==> src/hdl/ulrr_pkg.sv <==
// package: constants and types for the ulpi register access and status byte logic
package ulrr_pkg;
	localparam logic [1:0] ULRR_CMD_WR   = 2'h2;
	localparam logic [1:0] ULRR_CMD_RD   = 2'h3;
	localparam logic [5:0] ULRR_ADR_EXT  = 6'h2F;
	localparam logic [7:0] ULRR_IDLE     = 8'h00;
	localparam int         ULRR_CMD_POS  = 6;
	localparam logic [7:0] ULRR_DAT_RST  = 8'h00;
	localparam logic [1:0] ULRR_VB_END   = 2'h0;
	localparam logic [1:0] ULRR_VB_SES   = 2'h1;
	localparam logic [1:0] ULRR_VB_SVLD  = 2'h2;
	localparam logic [1:0] ULRR_VB_VVLD  = 2'h3;
	localparam logic [1:0] ULRR_RX_NONE  = 2'h0;
	localparam logic [1:0] ULRR_RX_ACT   = 2'h1;
	localparam logic [1:0] ULRR_RX_ERR   = 2'h3;
	localparam logic [1:0] ULRR_RX_DISC  = 2'h2;

	typedef struct packed {
		logic       alt_int;
		logic       id;
		logic [1:0] rx_ev;
		logic [1:0] vbus;
		logic [1:0] line;
	} ulrr_rxcmd_t;

	typedef struct packed {
		logic sess_end;
		logic sess_vld;
		logic vbus_vld;
		logic id;
	} ulrr_cmp_t;

	typedef struct packed {
		logic       we;
		logic [7:0] addr;
		logic [7:0] data;
	} ulrr_reg_wr_t;
endpackage

==> src/hdl/ulrr_phy.sv <==
// phy-side ulpi register access and status byte sender
`timescale 1ns/1ps
module ulrr_phy (
	// clock and reset
	input  wire logic                  clk_sys_i,
	input  wire logic                  nrst_i,
	// ulpi pins
	input  wire logic [7:0]            ulpi_data_i,
	output logic      [7:0]            ulpi_data_o,
	output logic                       ulpi_data_oe_n_o,
	output logic                       ulpi_dir_o,
	output logic                       ulpi_nxt_o,
	input  wire logic                  ulpi_stp_i,
	// analog levels from pins
	input  wire logic                  dp_i,
	input  wire logic                  dm_i,
	input  wire ulrr_pkg::ulrr_cmp_t   cmp_i,
	// state from the rest of the phy
	input  wire logic                  rx_active_i,
	input  wire logic                  rx_error_i,
	input  wire logic                  host_disc_i,
	input  wire logic                  rx_busy_i,
	input  wire logic                  rx_nxt_i,
	input  wire logic                  tx_busy_i,
	input  wire logic                  alt_int_i,
	input  wire logic                  mode_exit_i,
	// register array port
	output ulrr_pkg::ulrr_reg_wr_t     reg_wr_o,
	output logic      [7:0]            reg_rd_addr_o,
	input  wire logic [7:0]            reg_rd_data_i
);
	import ulrr_pkg::*;

	typedef enum logic [3:0] {
		S_START, S_IDLE, S_WNXT, S_WDAT, S_WEXA, S_WSTP, S_RNXT, S_REXA,
		S_RTURN, S_RDRV, S_STURN, S_SDRV, S_WACC, S_RACC
	} ulrr_st_t;

	ulrr_st_t     st_r;
	ulrr_st_t     st_nxt;
	logic [7:0]   cmd_r;
	logic [7:0]   cmd_nxt;
	logic [7:0]   adr_r;
	logic [7:0]   adr_nxt;
	logic [7:0]   wdat_r;
	logic [7:0]   wdat_nxt;
	logic [7:0]   dat_r;
	logic [7:0]   dat_nxt;
	logic         oe_n_r;
	logic         oe_n_nxt;
	logic         dir_r;
	logic         dir_nxt;
	logic         nxt_r;
	logic         nxt_nxt;
	ulrr_reg_wr_t wr_r;
	ulrr_reg_wr_t wr_nxt;
	logic [5:0]   lvl_prev_r;
	logic [5:0]   lvl_prev_nxt;
	logic         pend_r;
	logic         pend_nxt;
	logic         tx_stp_r;
	logic         tx_stp_nxt;
	logic [5:0]   lvl_s;
	logic [5:0]   pin_raw;
	ulrr_rxcmd_t  rxcmd;
	logic         chg;

	assign pin_raw = {dm_i, dp_i, cmp_i};

	ulrr_sync #(
		.W(6)
	) u_sync (
		.clk_sys_i(clk_sys_i),
		.nrst_i   (nrst_i),
		.d_i      (pin_raw),
		.q_o      (lvl_s)
	);

	// status byte assembly
	always_comb begin
		rxcmd.line = {lvl_s[5], lvl_s[4]};
		if (lvl_s[1])
			rxcmd.vbus = ULRR_VB_VVLD;
		else if (lvl_s[2])
			rxcmd.vbus = ULRR_VB_SVLD;
		else if (lvl_s[3])
			rxcmd.vbus = ULRR_VB_END;
		else
			rxcmd.vbus = ULRR_VB_SES;
		if (host_disc_i)
			rxcmd.rx_ev = ULRR_RX_DISC;
		else if (rx_active_i && rx_error_i)
			rxcmd.rx_ev = ULRR_RX_ERR;
		else if (rx_active_i)
			rxcmd.rx_ev = ULRR_RX_ACT;
		else
			rxcmd.rx_ev = ULRR_RX_NONE;
		rxcmd.id = lvl_s[0];
		rxcmd.alt_int = alt_int_i;
	end

	assign chg = (lvl_s != lvl_prev_r);

	always_comb begin
		st_nxt       = st_r;
		cmd_nxt      = cmd_r;
		adr_nxt      = adr_r;
		wdat_nxt     = wdat_r;
		dat_nxt      = ULRR_IDLE;
		oe_n_nxt     = 1'b1;
		dir_nxt      = dir_r;
		nxt_nxt      = 1'b0;
		wr_nxt       = '0;
		wr_nxt.addr  = adr_r;
		wr_nxt.data  = wdat_r;
		lvl_prev_nxt = lvl_s;
		pend_nxt     = pend_r | chg;
		tx_stp_nxt   = tx_stp_r | (tx_busy_i && ulpi_stp_i);
		case (st_r)
			S_START: begin
				dir_nxt  = 1'b0;
				pend_nxt = 1'b1;
				st_nxt   = S_IDLE;
			end
			S_IDLE: begin
				dir_nxt = 1'b0;
				if (mode_exit_i && ulpi_stp_i)
					pend_nxt = 1'b1;
				if (ulpi_data_i[7:ULRR_CMD_POS] == ULRR_CMD_WR ||
				    ulpi_data_i[7:ULRR_CMD_POS] == ULRR_CMD_RD) begin
					cmd_nxt = ulpi_data_i;
					adr_nxt = {2'h0, ulpi_data_i[5:0]};
					st_nxt  = ulpi_data_i[ULRR_CMD_POS] ? S_RNXT : S_WNXT;
				end else if (rx_busy_i && !rx_nxt_i) begin
					dir_nxt  = 1'b1;
					pend_nxt = 1'b1;
					st_nxt   = S_STURN;
				end else if (pend_r && (!tx_busy_i || tx_stp_r)) begin
					dir_nxt    = 1'b1;
					tx_stp_nxt = tx_busy_i && ulpi_stp_i;
					st_nxt     = S_STURN;
				end
			end
			S_WNXT: begin
				nxt_nxt = 1'b1;
				st_nxt  = S_WACC;
			end
			S_WACC: begin
				nxt_nxt = 1'b1;
				st_nxt  = (cmd_r[5:0] == ULRR_ADR_EXT) ? S_WEXA : S_WDAT;
			end
			S_WEXA: begin
				adr_nxt = ulpi_data_i;
				nxt_nxt = 1'b1;
				st_nxt  = S_WDAT;
			end
			S_WDAT: begin
				wdat_nxt = ulpi_data_i;
				nxt_nxt  = 1'b1;
				st_nxt   = S_WSTP;
			end
			S_WSTP: begin
				if (ulpi_stp_i) begin
					wr_nxt.we = 1'b1;
					st_nxt    = S_IDLE;
				end
			end
			S_RNXT: begin
				nxt_nxt = 1'b1;
				st_nxt  = S_RACC;
			end
			S_RACC: begin
				// escape address asks for extended byte
				if (cmd_r[5:0] == ULRR_ADR_EXT) begin
					nxt_nxt = 1'b1;
					st_nxt  = S_REXA;
				end else begin
					dir_nxt = 1'b1;
					st_nxt  = S_RTURN;
				end
			end
			S_REXA: begin
				adr_nxt = ulpi_data_i;
				dir_nxt = 1'b1;
				st_nxt  = S_RTURN;
			end
			S_RTURN: begin
				dat_nxt  = reg_rd_data_i;
				oe_n_nxt = 1'b0;
				st_nxt   = S_RDRV;
			end
			S_RDRV: begin
				dir_nxt = 1'b0;
				st_nxt  = S_IDLE;
			end
			S_STURN: begin
				dat_nxt  = rxcmd;
				oe_n_nxt = 1'b0;
				pend_nxt = chg;
				st_nxt   = S_SDRV;
			end
			S_SDRV: begin
				if (rx_busy_i && !rx_nxt_i) begin
					dat_nxt  = rxcmd;
					oe_n_nxt = 1'b0;
				end else if (!rx_busy_i) begin
					dir_nxt = 1'b0;
					st_nxt  = S_IDLE;
				end else begin
					oe_n_nxt = 1'b0;
					nxt_nxt  = 1'b1;
				end
			end
			default: begin
				st_nxt = S_IDLE;
			end
		endcase
	end

	always_ff @(posedge clk_sys_i or negedge nrst_i) begin
		if (!nrst_i) begin
			st_r       <= S_START;
			cmd_r      <= ULRR_DAT_RST;
			adr_r      <= ULRR_DAT_RST;
			wdat_r     <= ULRR_DAT_RST;
			dat_r      <= ULRR_DAT_RST;
			oe_n_r     <= 1'b1;
			dir_r      <= 1'b1;
			nxt_r      <= 1'b0;
			wr_r       <= '0;
			lvl_prev_r <= '0;
			pend_r     <= 1'b0;
			tx_stp_r   <= 1'b0;
		end else begin
			st_r       <= st_nxt;
			cmd_r      <= cmd_nxt;
			adr_r      <= adr_nxt;
			wdat_r     <= wdat_nxt;
			dat_r      <= dat_nxt;
			oe_n_r     <= oe_n_nxt;
			dir_r      <= dir_nxt;
			nxt_r      <= nxt_nxt;
			wr_r       <= wr_nxt;
			lvl_prev_r <= lvl_prev_nxt;
			pend_r     <= pend_nxt;
			tx_stp_r   <= tx_stp_nxt;
		end
	end

	assign ulpi_data_o      = dat_r;
	assign ulpi_data_oe_n_o = oe_n_r;
	assign ulpi_dir_o       = dir_r;
	assign ulpi_nxt_o       = nxt_r;
	assign reg_wr_o         = wr_r;
	assign reg_rd_addr_o    = adr_r;
endmodule

==> src/hdl/ulrr_sync.sv <==
// two-flop synchroniser for a bus of pin levels
`timescale 1ns/1ps
module ulrr_sync #(
	parameter int W = 8
) (
	// clock and reset
	input  wire logic         clk_sys_i,
	input  wire logic         nrst_i,
	// levels
	input  wire logic [W-1:0] d_i,
	output logic      [W-1:0] q_o
);
	logic [W-1:0] s1_r;
	logic [W-1:0] s2_r;
	logic [W-1:0] s1_nxt;
	logic [W-1:0] s2_nxt;

	always_comb begin
		s1_nxt = d_i;
		s2_nxt = s1_r;
	end

	always_ff @(posedge clk_sys_i or negedge nrst_i) begin
		if (!nrst_i) begin
			s1_r <= '0;
			s2_r <= '0;
		end else begin
			s1_r <= s1_nxt;
			s2_r <= s2_nxt;
		end
	end

	assign q_o = s2_r;
endmodule

==> config.mk <==
export PLATFORM = sky130hd
export DESIGN_NAME = ulrr_phy
export DESIGN_NICKNAME = d
export VERILOG_FILES = /design/src/hdl/ulrr_pkg.sv /design/src/hdl/ulrr_phy.sv /design/src/hdl/ulrr_sync.sv
export SDC_FILE = /design/constraint.sdc
export NUM_CORES = 1
export LEC_CHECK = 0
export BUFFER_PORTS_ARGS = -buffer_cell sky130_fd_sc_hd__buf_2
export CORE_AREA = 8 8 107 84
export CTS_CLUSTER_DIAMETER = 120
export DETAILED_ROUTE_END_ITERATION = 16
export DIE_AREA = 0 0 115 92
export HOLD_SLACK_MARGIN = 0.03
export PLACE_DENSITY = 0.64
export SKIP_LAST_GASP = 1
export SLEW_MARGIN = 20
export SYNTH_ARGS = -nofsm -noshare
export SYNTH_HDL_FRONTEND = slang
export SYNTH_HIERARCHICAL = 1
export SYNTH_SLANG_ARGS = --single-unit
==> constraint.sdc <==
create_clock -name clk_sys_i -period 2.25 [get_ports clk_sys_i]
set_clock_uncertainty 0.05 [all_clocks]
set_input_delay 0.45 -clock clk_sys_i [delete_from_list [all_inputs] [get_ports clk_sys_i]]
set_output_delay 0.45 -clock clk_sys_i [all_outputs]
set_load 0.1 [all_outputs]
# Yosys cells after proc, flatten, opt, wreduce, memory -nomap -nowiden
# Cells that the tools add are included.
# word_totals
register_bits,74
input_bits,33
out_inout_bits,36
word_cells,105
# classes
n_eq_ne,23
mux,44
bitwise_logic,2
reduce_logical,20
# op_table
op,n
one-hot mux 4 bit (12 select lines),1
2-to-1 mux 4 bit,7
equality test 4 bit (second input constant),6
one-hot mux 8 bit (3 select lines),1
2-to-1 mux 1 bit,22
equality test 4 x 3 -> 1 bit (second input constant),4
2-to-1 mux 8 bit,2
one-hot mux 8 bit (2 select lines),1
inequality test 2 bit (second input constant),5
equality test 4 x 2 -> 1 bit (second input constant),2
2-to-1 mux 2 bit,4
AND reduction 4 bit,2
equality test 6 bit (second input constant),1
2-to-1 mux 3 bit,2
inequality test 6 bit,1
one-hot mux 1 bit (3 select lines),2
OR reduction 2 bit,3
logical AND 1 bit,5
one-hot mux 1 bit (5 select lines),1
nonzero test 5 bit,1
OR reduction 5 bit,1
equality test 2 bit (second input constant),2
equality test 4 x 1 -> 1 bit (second input constant),1
logical NOT 4 bit,1
7 further kinds,11

# Longest topological paths before layout
# logic_depth
ltp_word,7
depth_mapped,6
mapped_depth_nobuf,5

# By module
# The synthesis kept the hierarchy.
# modules_own_cells
mod,n_inst,cells_per_inst,area_each_um2,seq_area_each_um2
ulrr_phy,1,218,2677.6,1554.0
ulrr_sync,1,12,300.3,300.3

# Worst setup path after synthesis
# No wires, ideal clock.
# synth_path
kind,register to register
start,register st_r[1]
end,register adr_r[0] (netlist: reg_rd_addr_o[0])
setup_time_ps,125
arrival_ps,1392
required_time_ps,2075
setup_slack_ps,683
path_stages_with_launch,6
n_path_buf,1
period_less_slack_ps,1567
path_cell_list,dfrtp_1 -> buf_4 -> and2b_1 -> nand3_2 -> a21oi_4 -> mux2_2
# synth_between
elab_chain_len,4
elab_cells_between_ends,8
classes_between,4 x eq/ne; 1 x mux; 3 x reduce/logical
# synth_lines
item,line,text
from (decl),ulrr_phy.sv:39,ulrr_st_t st_r;
from (signal assigned),ulrr_phy.sv:235,st_r <= st_nxt;
equality test 4 x 3 -> 1 bit,ulrr_phy.sv:119,case (st_r)
OR reduction 2 bit (no line),--,
nonzero test 2 bit (no line),--,
AND reduction 2 bit (no line),--,
to (signal assigned),ulrr_phy.sv:237,adr_r <= adr_nxt;
to (decl),ulrr_phy.sv:43,logic [7:0] adr_r;
# Several ways; a longest one is shown, not always the timed one.
# A chain may end at the register's enable or synchronous reset.

# Worst setup path in the final report
# layout_path
start,register st_r[0]
end,register adr_r[1] (netlist: reg_rd_addr_o[1])
# Same word-level chain as after synthesis.

==> flow_summary_export.csv <==
group,metric,value,unit
logic_synthesis,synth_common_cells,"dfrtp_1 (72), nand2_1 (23), mux2_2 (20), o21ai_0 (13), buf_4 (11)",
logic_synthesis,yosysSeqAreaShare,62.27,%
worst_setup_path,reg2reg_to,"reg_rd_addr_o[1]",
global_route,antenna_found_initial,0,
sta,min_period_over_period,84.56,%
sta,setup_viol,0,
sta,slew_headroom,59.53,%
logic_synthesis,synth_ff_type,"dfrtp_1",
global_route,overflow,0,
status,status,"completed",
floorplan,die-width,115,um
global_route,first_global_vias,2023,
min_path,hold_start,"cmp_i[3]",
cts,path_clk_slew,0.07,ns
cts,tritoncts,"done",
cts,post_cts_resized,0,
worst_setup_path,crit_type,"flop to flop",
cts,htreeDepth,3,
cts,cts_buffers,9,
sta,hold_violations,0,
floorplan,row_count,27,
logic_synthesis,synthArstFlopShare,100.0,%
place,place.port_buffers,68,
worst_setup_path,reg2regPathDepth,4,
logic_synthesis,synth.yosys.warnings,6,
sta,whs,0.1650,ns
worst_setup_path,critPathLaunchType,"flop",
sta,worst_pin_slew,0.6071,ns
logic_synthesis,ys_seq_elements,74,
cells_and_area,num-nets-final,331,
route,drtIter0Drc,76,
sta,max_freq,525.6,MHz
route,num_vias,1914,
logic_synthesis,yosys.area.top_type_share,60.50,%
min_path,hold_class,"primary input to flop",
worst_setup_path,critPathMaxFanout,15,
place,gp_congestion,0.8564,
worst_setup_path,worstPathRequired,2.42,ns
floorplan,ios,69,
worst_setup_path,endpoint_kind,"flop",
sta,rsz0062_at_grt,"false",
route,drc,0,
floorplan,die_h,92,um
logic_synthesis,yosysTopAreaCell,"dfrtp_1",
floorplan,start_util,41.19,%
route,wl_per_cell,14.94,um
floorplan,core,7229,um^2
cts,worst_skew_pair.late_latency,0.34,ns
job,drv_cap,0,
cells_and_area,diodes,0,
sta,maxSlewViolCount,0,
route,drt_pass1_iterations,4,
route,vias_per_cell,4.738,
logic_synthesis,synth_edf_count,0,
global_route,grt_pass1_wl,10270,um
sta,fin_crit,1.903,ns
logic_synthesis,synthTopCellsByArea,"dfrtp_1 (61%), mux2_2 (7.6%), nand2_1 (2.9%)",
logic_synthesis,yosysMostFrequentCell,"dfrtp_1",
cts,cts_buffer_depth,2,
worst_setup_path,startpoint,"st_r[0]",
route,ant_nets,0,
worst_setup_path,r2r_setup_slack,0.35,ns
logic_synthesis,synth_area,2978,um^2
route,drt-total-wl,6034,um
min_path,hold_depth,1,
cells_and_area,syn_to_final_growth,20.08,%
min_path,whs_endpoint,"u_sync/s1_r[3]",
global_route,grt_max_degree,44,
global_route,grt_use_total,12.24,%
logic_synthesis,ys_types,47,
floorplan,die-area,10580,um^2
cts,root_buffer,"clkbuf_8",
cts,cts.sinks,74,
logic_synthesis,synth_cells,230,
logic_synthesis,avgSynthCellArea,12.95,um^2
place,hpwl,4427,um
worst_setup_path,r2r-start,"st_r[0]",
worst_setup_path,arrival,2.08,ns
logic_synthesis,synth_fp_nets,263,
sta,setup-tns-final,0,ns
cells_and_area,drive_gt1_share,39.60,%
==> area by class of cell <==
| class | count | area, um^2 |
|---|---|---|
| Clock inverter | 4 | 51.30 |
| Multi-Input combinational cell | 134 | 977.2 |
| Timing Repair Buffer | 74 | 402.9 |
| Sequential cell | 74 | 1854 |
| Tap cell | 101 | 126.4 |
| Inverter | 5 | 18.77 |
| Fill cell | 670 | 3654 |
| Clock buffer | 12 | 145.1 |
==> worst max path at each step <==
| stage | to |
|---|---|
| after floorplan | reg_rd_addr_o[0] |
| after CTS | reg_rd_addr_o[1] |
| after detailed placement | reg_rd_addr_o[4] |
| after global routing | reg_rd_addr_o[1] |
| final | reg_rd_addr_o[1] |
| after global placement | reg_rd_addr_o[3] |
==> metal layers <==
layer	vias up	global-route usage, %	share of wire (%)
li1	936	-	-
met1	911	15.88	47
met2	62	18.50	46
met3	5	4.977	6.1
met4	0	3.272	0.94
met5	-	0	0
==> timing repair <==
action / CTS / global route
buffers inserted: 0 / 0
endpoints found under the hold margin: 29 / 0
endpoints found under the setup margin: 0 / 0
hold buffers: 1 / 0
==> cells by family (layout without fill, tap and decap cells) <==
| family | count (synthesis) | in the layout | share of synthesized area (%) |
|---|---|---|---|
| xor+xnor | 8 | 8 | 2.353 |
| buf+inv | 22 | 95 | 4.916 |
| simple gates | 63 | 63 | 12.40 |
| flops | 74 | 74 | 62.27 |
| compound gates | 43 | 43 | 10.50 |
| mux | 20 | 20 | 7.563 |
==> registers in the layout, indices dropped and copies added (netlist names) <==
name	cells
cmd_r	6
lvl_prev_r	6
pend_r	1
reg_rd_addr_o	8
reg_wr_o	17
st_r	4
tx_stp_r	1
u_sync/q_o	6
u_sync/s1_r	6
ulpi_data_o	8
ulpi_data_oe_n_o	1
ulpi_dir_o	1
ulpi_nxt_o	1
wdat_r	8
==> critical path: stages, from the launching register on <==
cell      delay, ns
dfrtp_1        0.68
nand2b_1       0.25
nand3_1        0.15
a21oi_4        0.30
mux2_2         0.37
==> per-stage QoR <==
step,cell area (um^2),std cells,setup slack (ns),utilization [%]
after floorplan,2978,230,0.6830,-
after global placement,3369,387,0.4070,46.61
after detailed placement,3369,387,0.3643,46.61
after CTS,3576,404,0.3611,49.46
after global routing,3576,404,0.2312,49.46
final,3576,404,0.3474,49.46
==> layout by cell type, fill, tap and decap left out, types with 2 or more instances in the layout <==
cell type / n
nand2b_1: 4
inv_1: 5
dfrtp_1: 72
buf_4: 5
nor2b_1: 2
nand3_1: 6
nor3_2: 2
clkbuf_8: 10
and2b_1: 3
o22ai_1: 3
nor2_1: 7
xnor2_1: 4
buf_2: 67
mux2_2: 20
nor3_1: 2
clkbuf_1: 2
dfstp_2: 2
a22o_1: 6
nand4_1: 2
a21oi_1: 7
xor2_1: 4
a21oi_4: 2
nand2_1: 23
a32o_1: 2
o21ai_0: 13
Power is left out: the tool's default activity adds up to more than one toggle a clock period on the data nets, which glitch-free logic cannot reach.
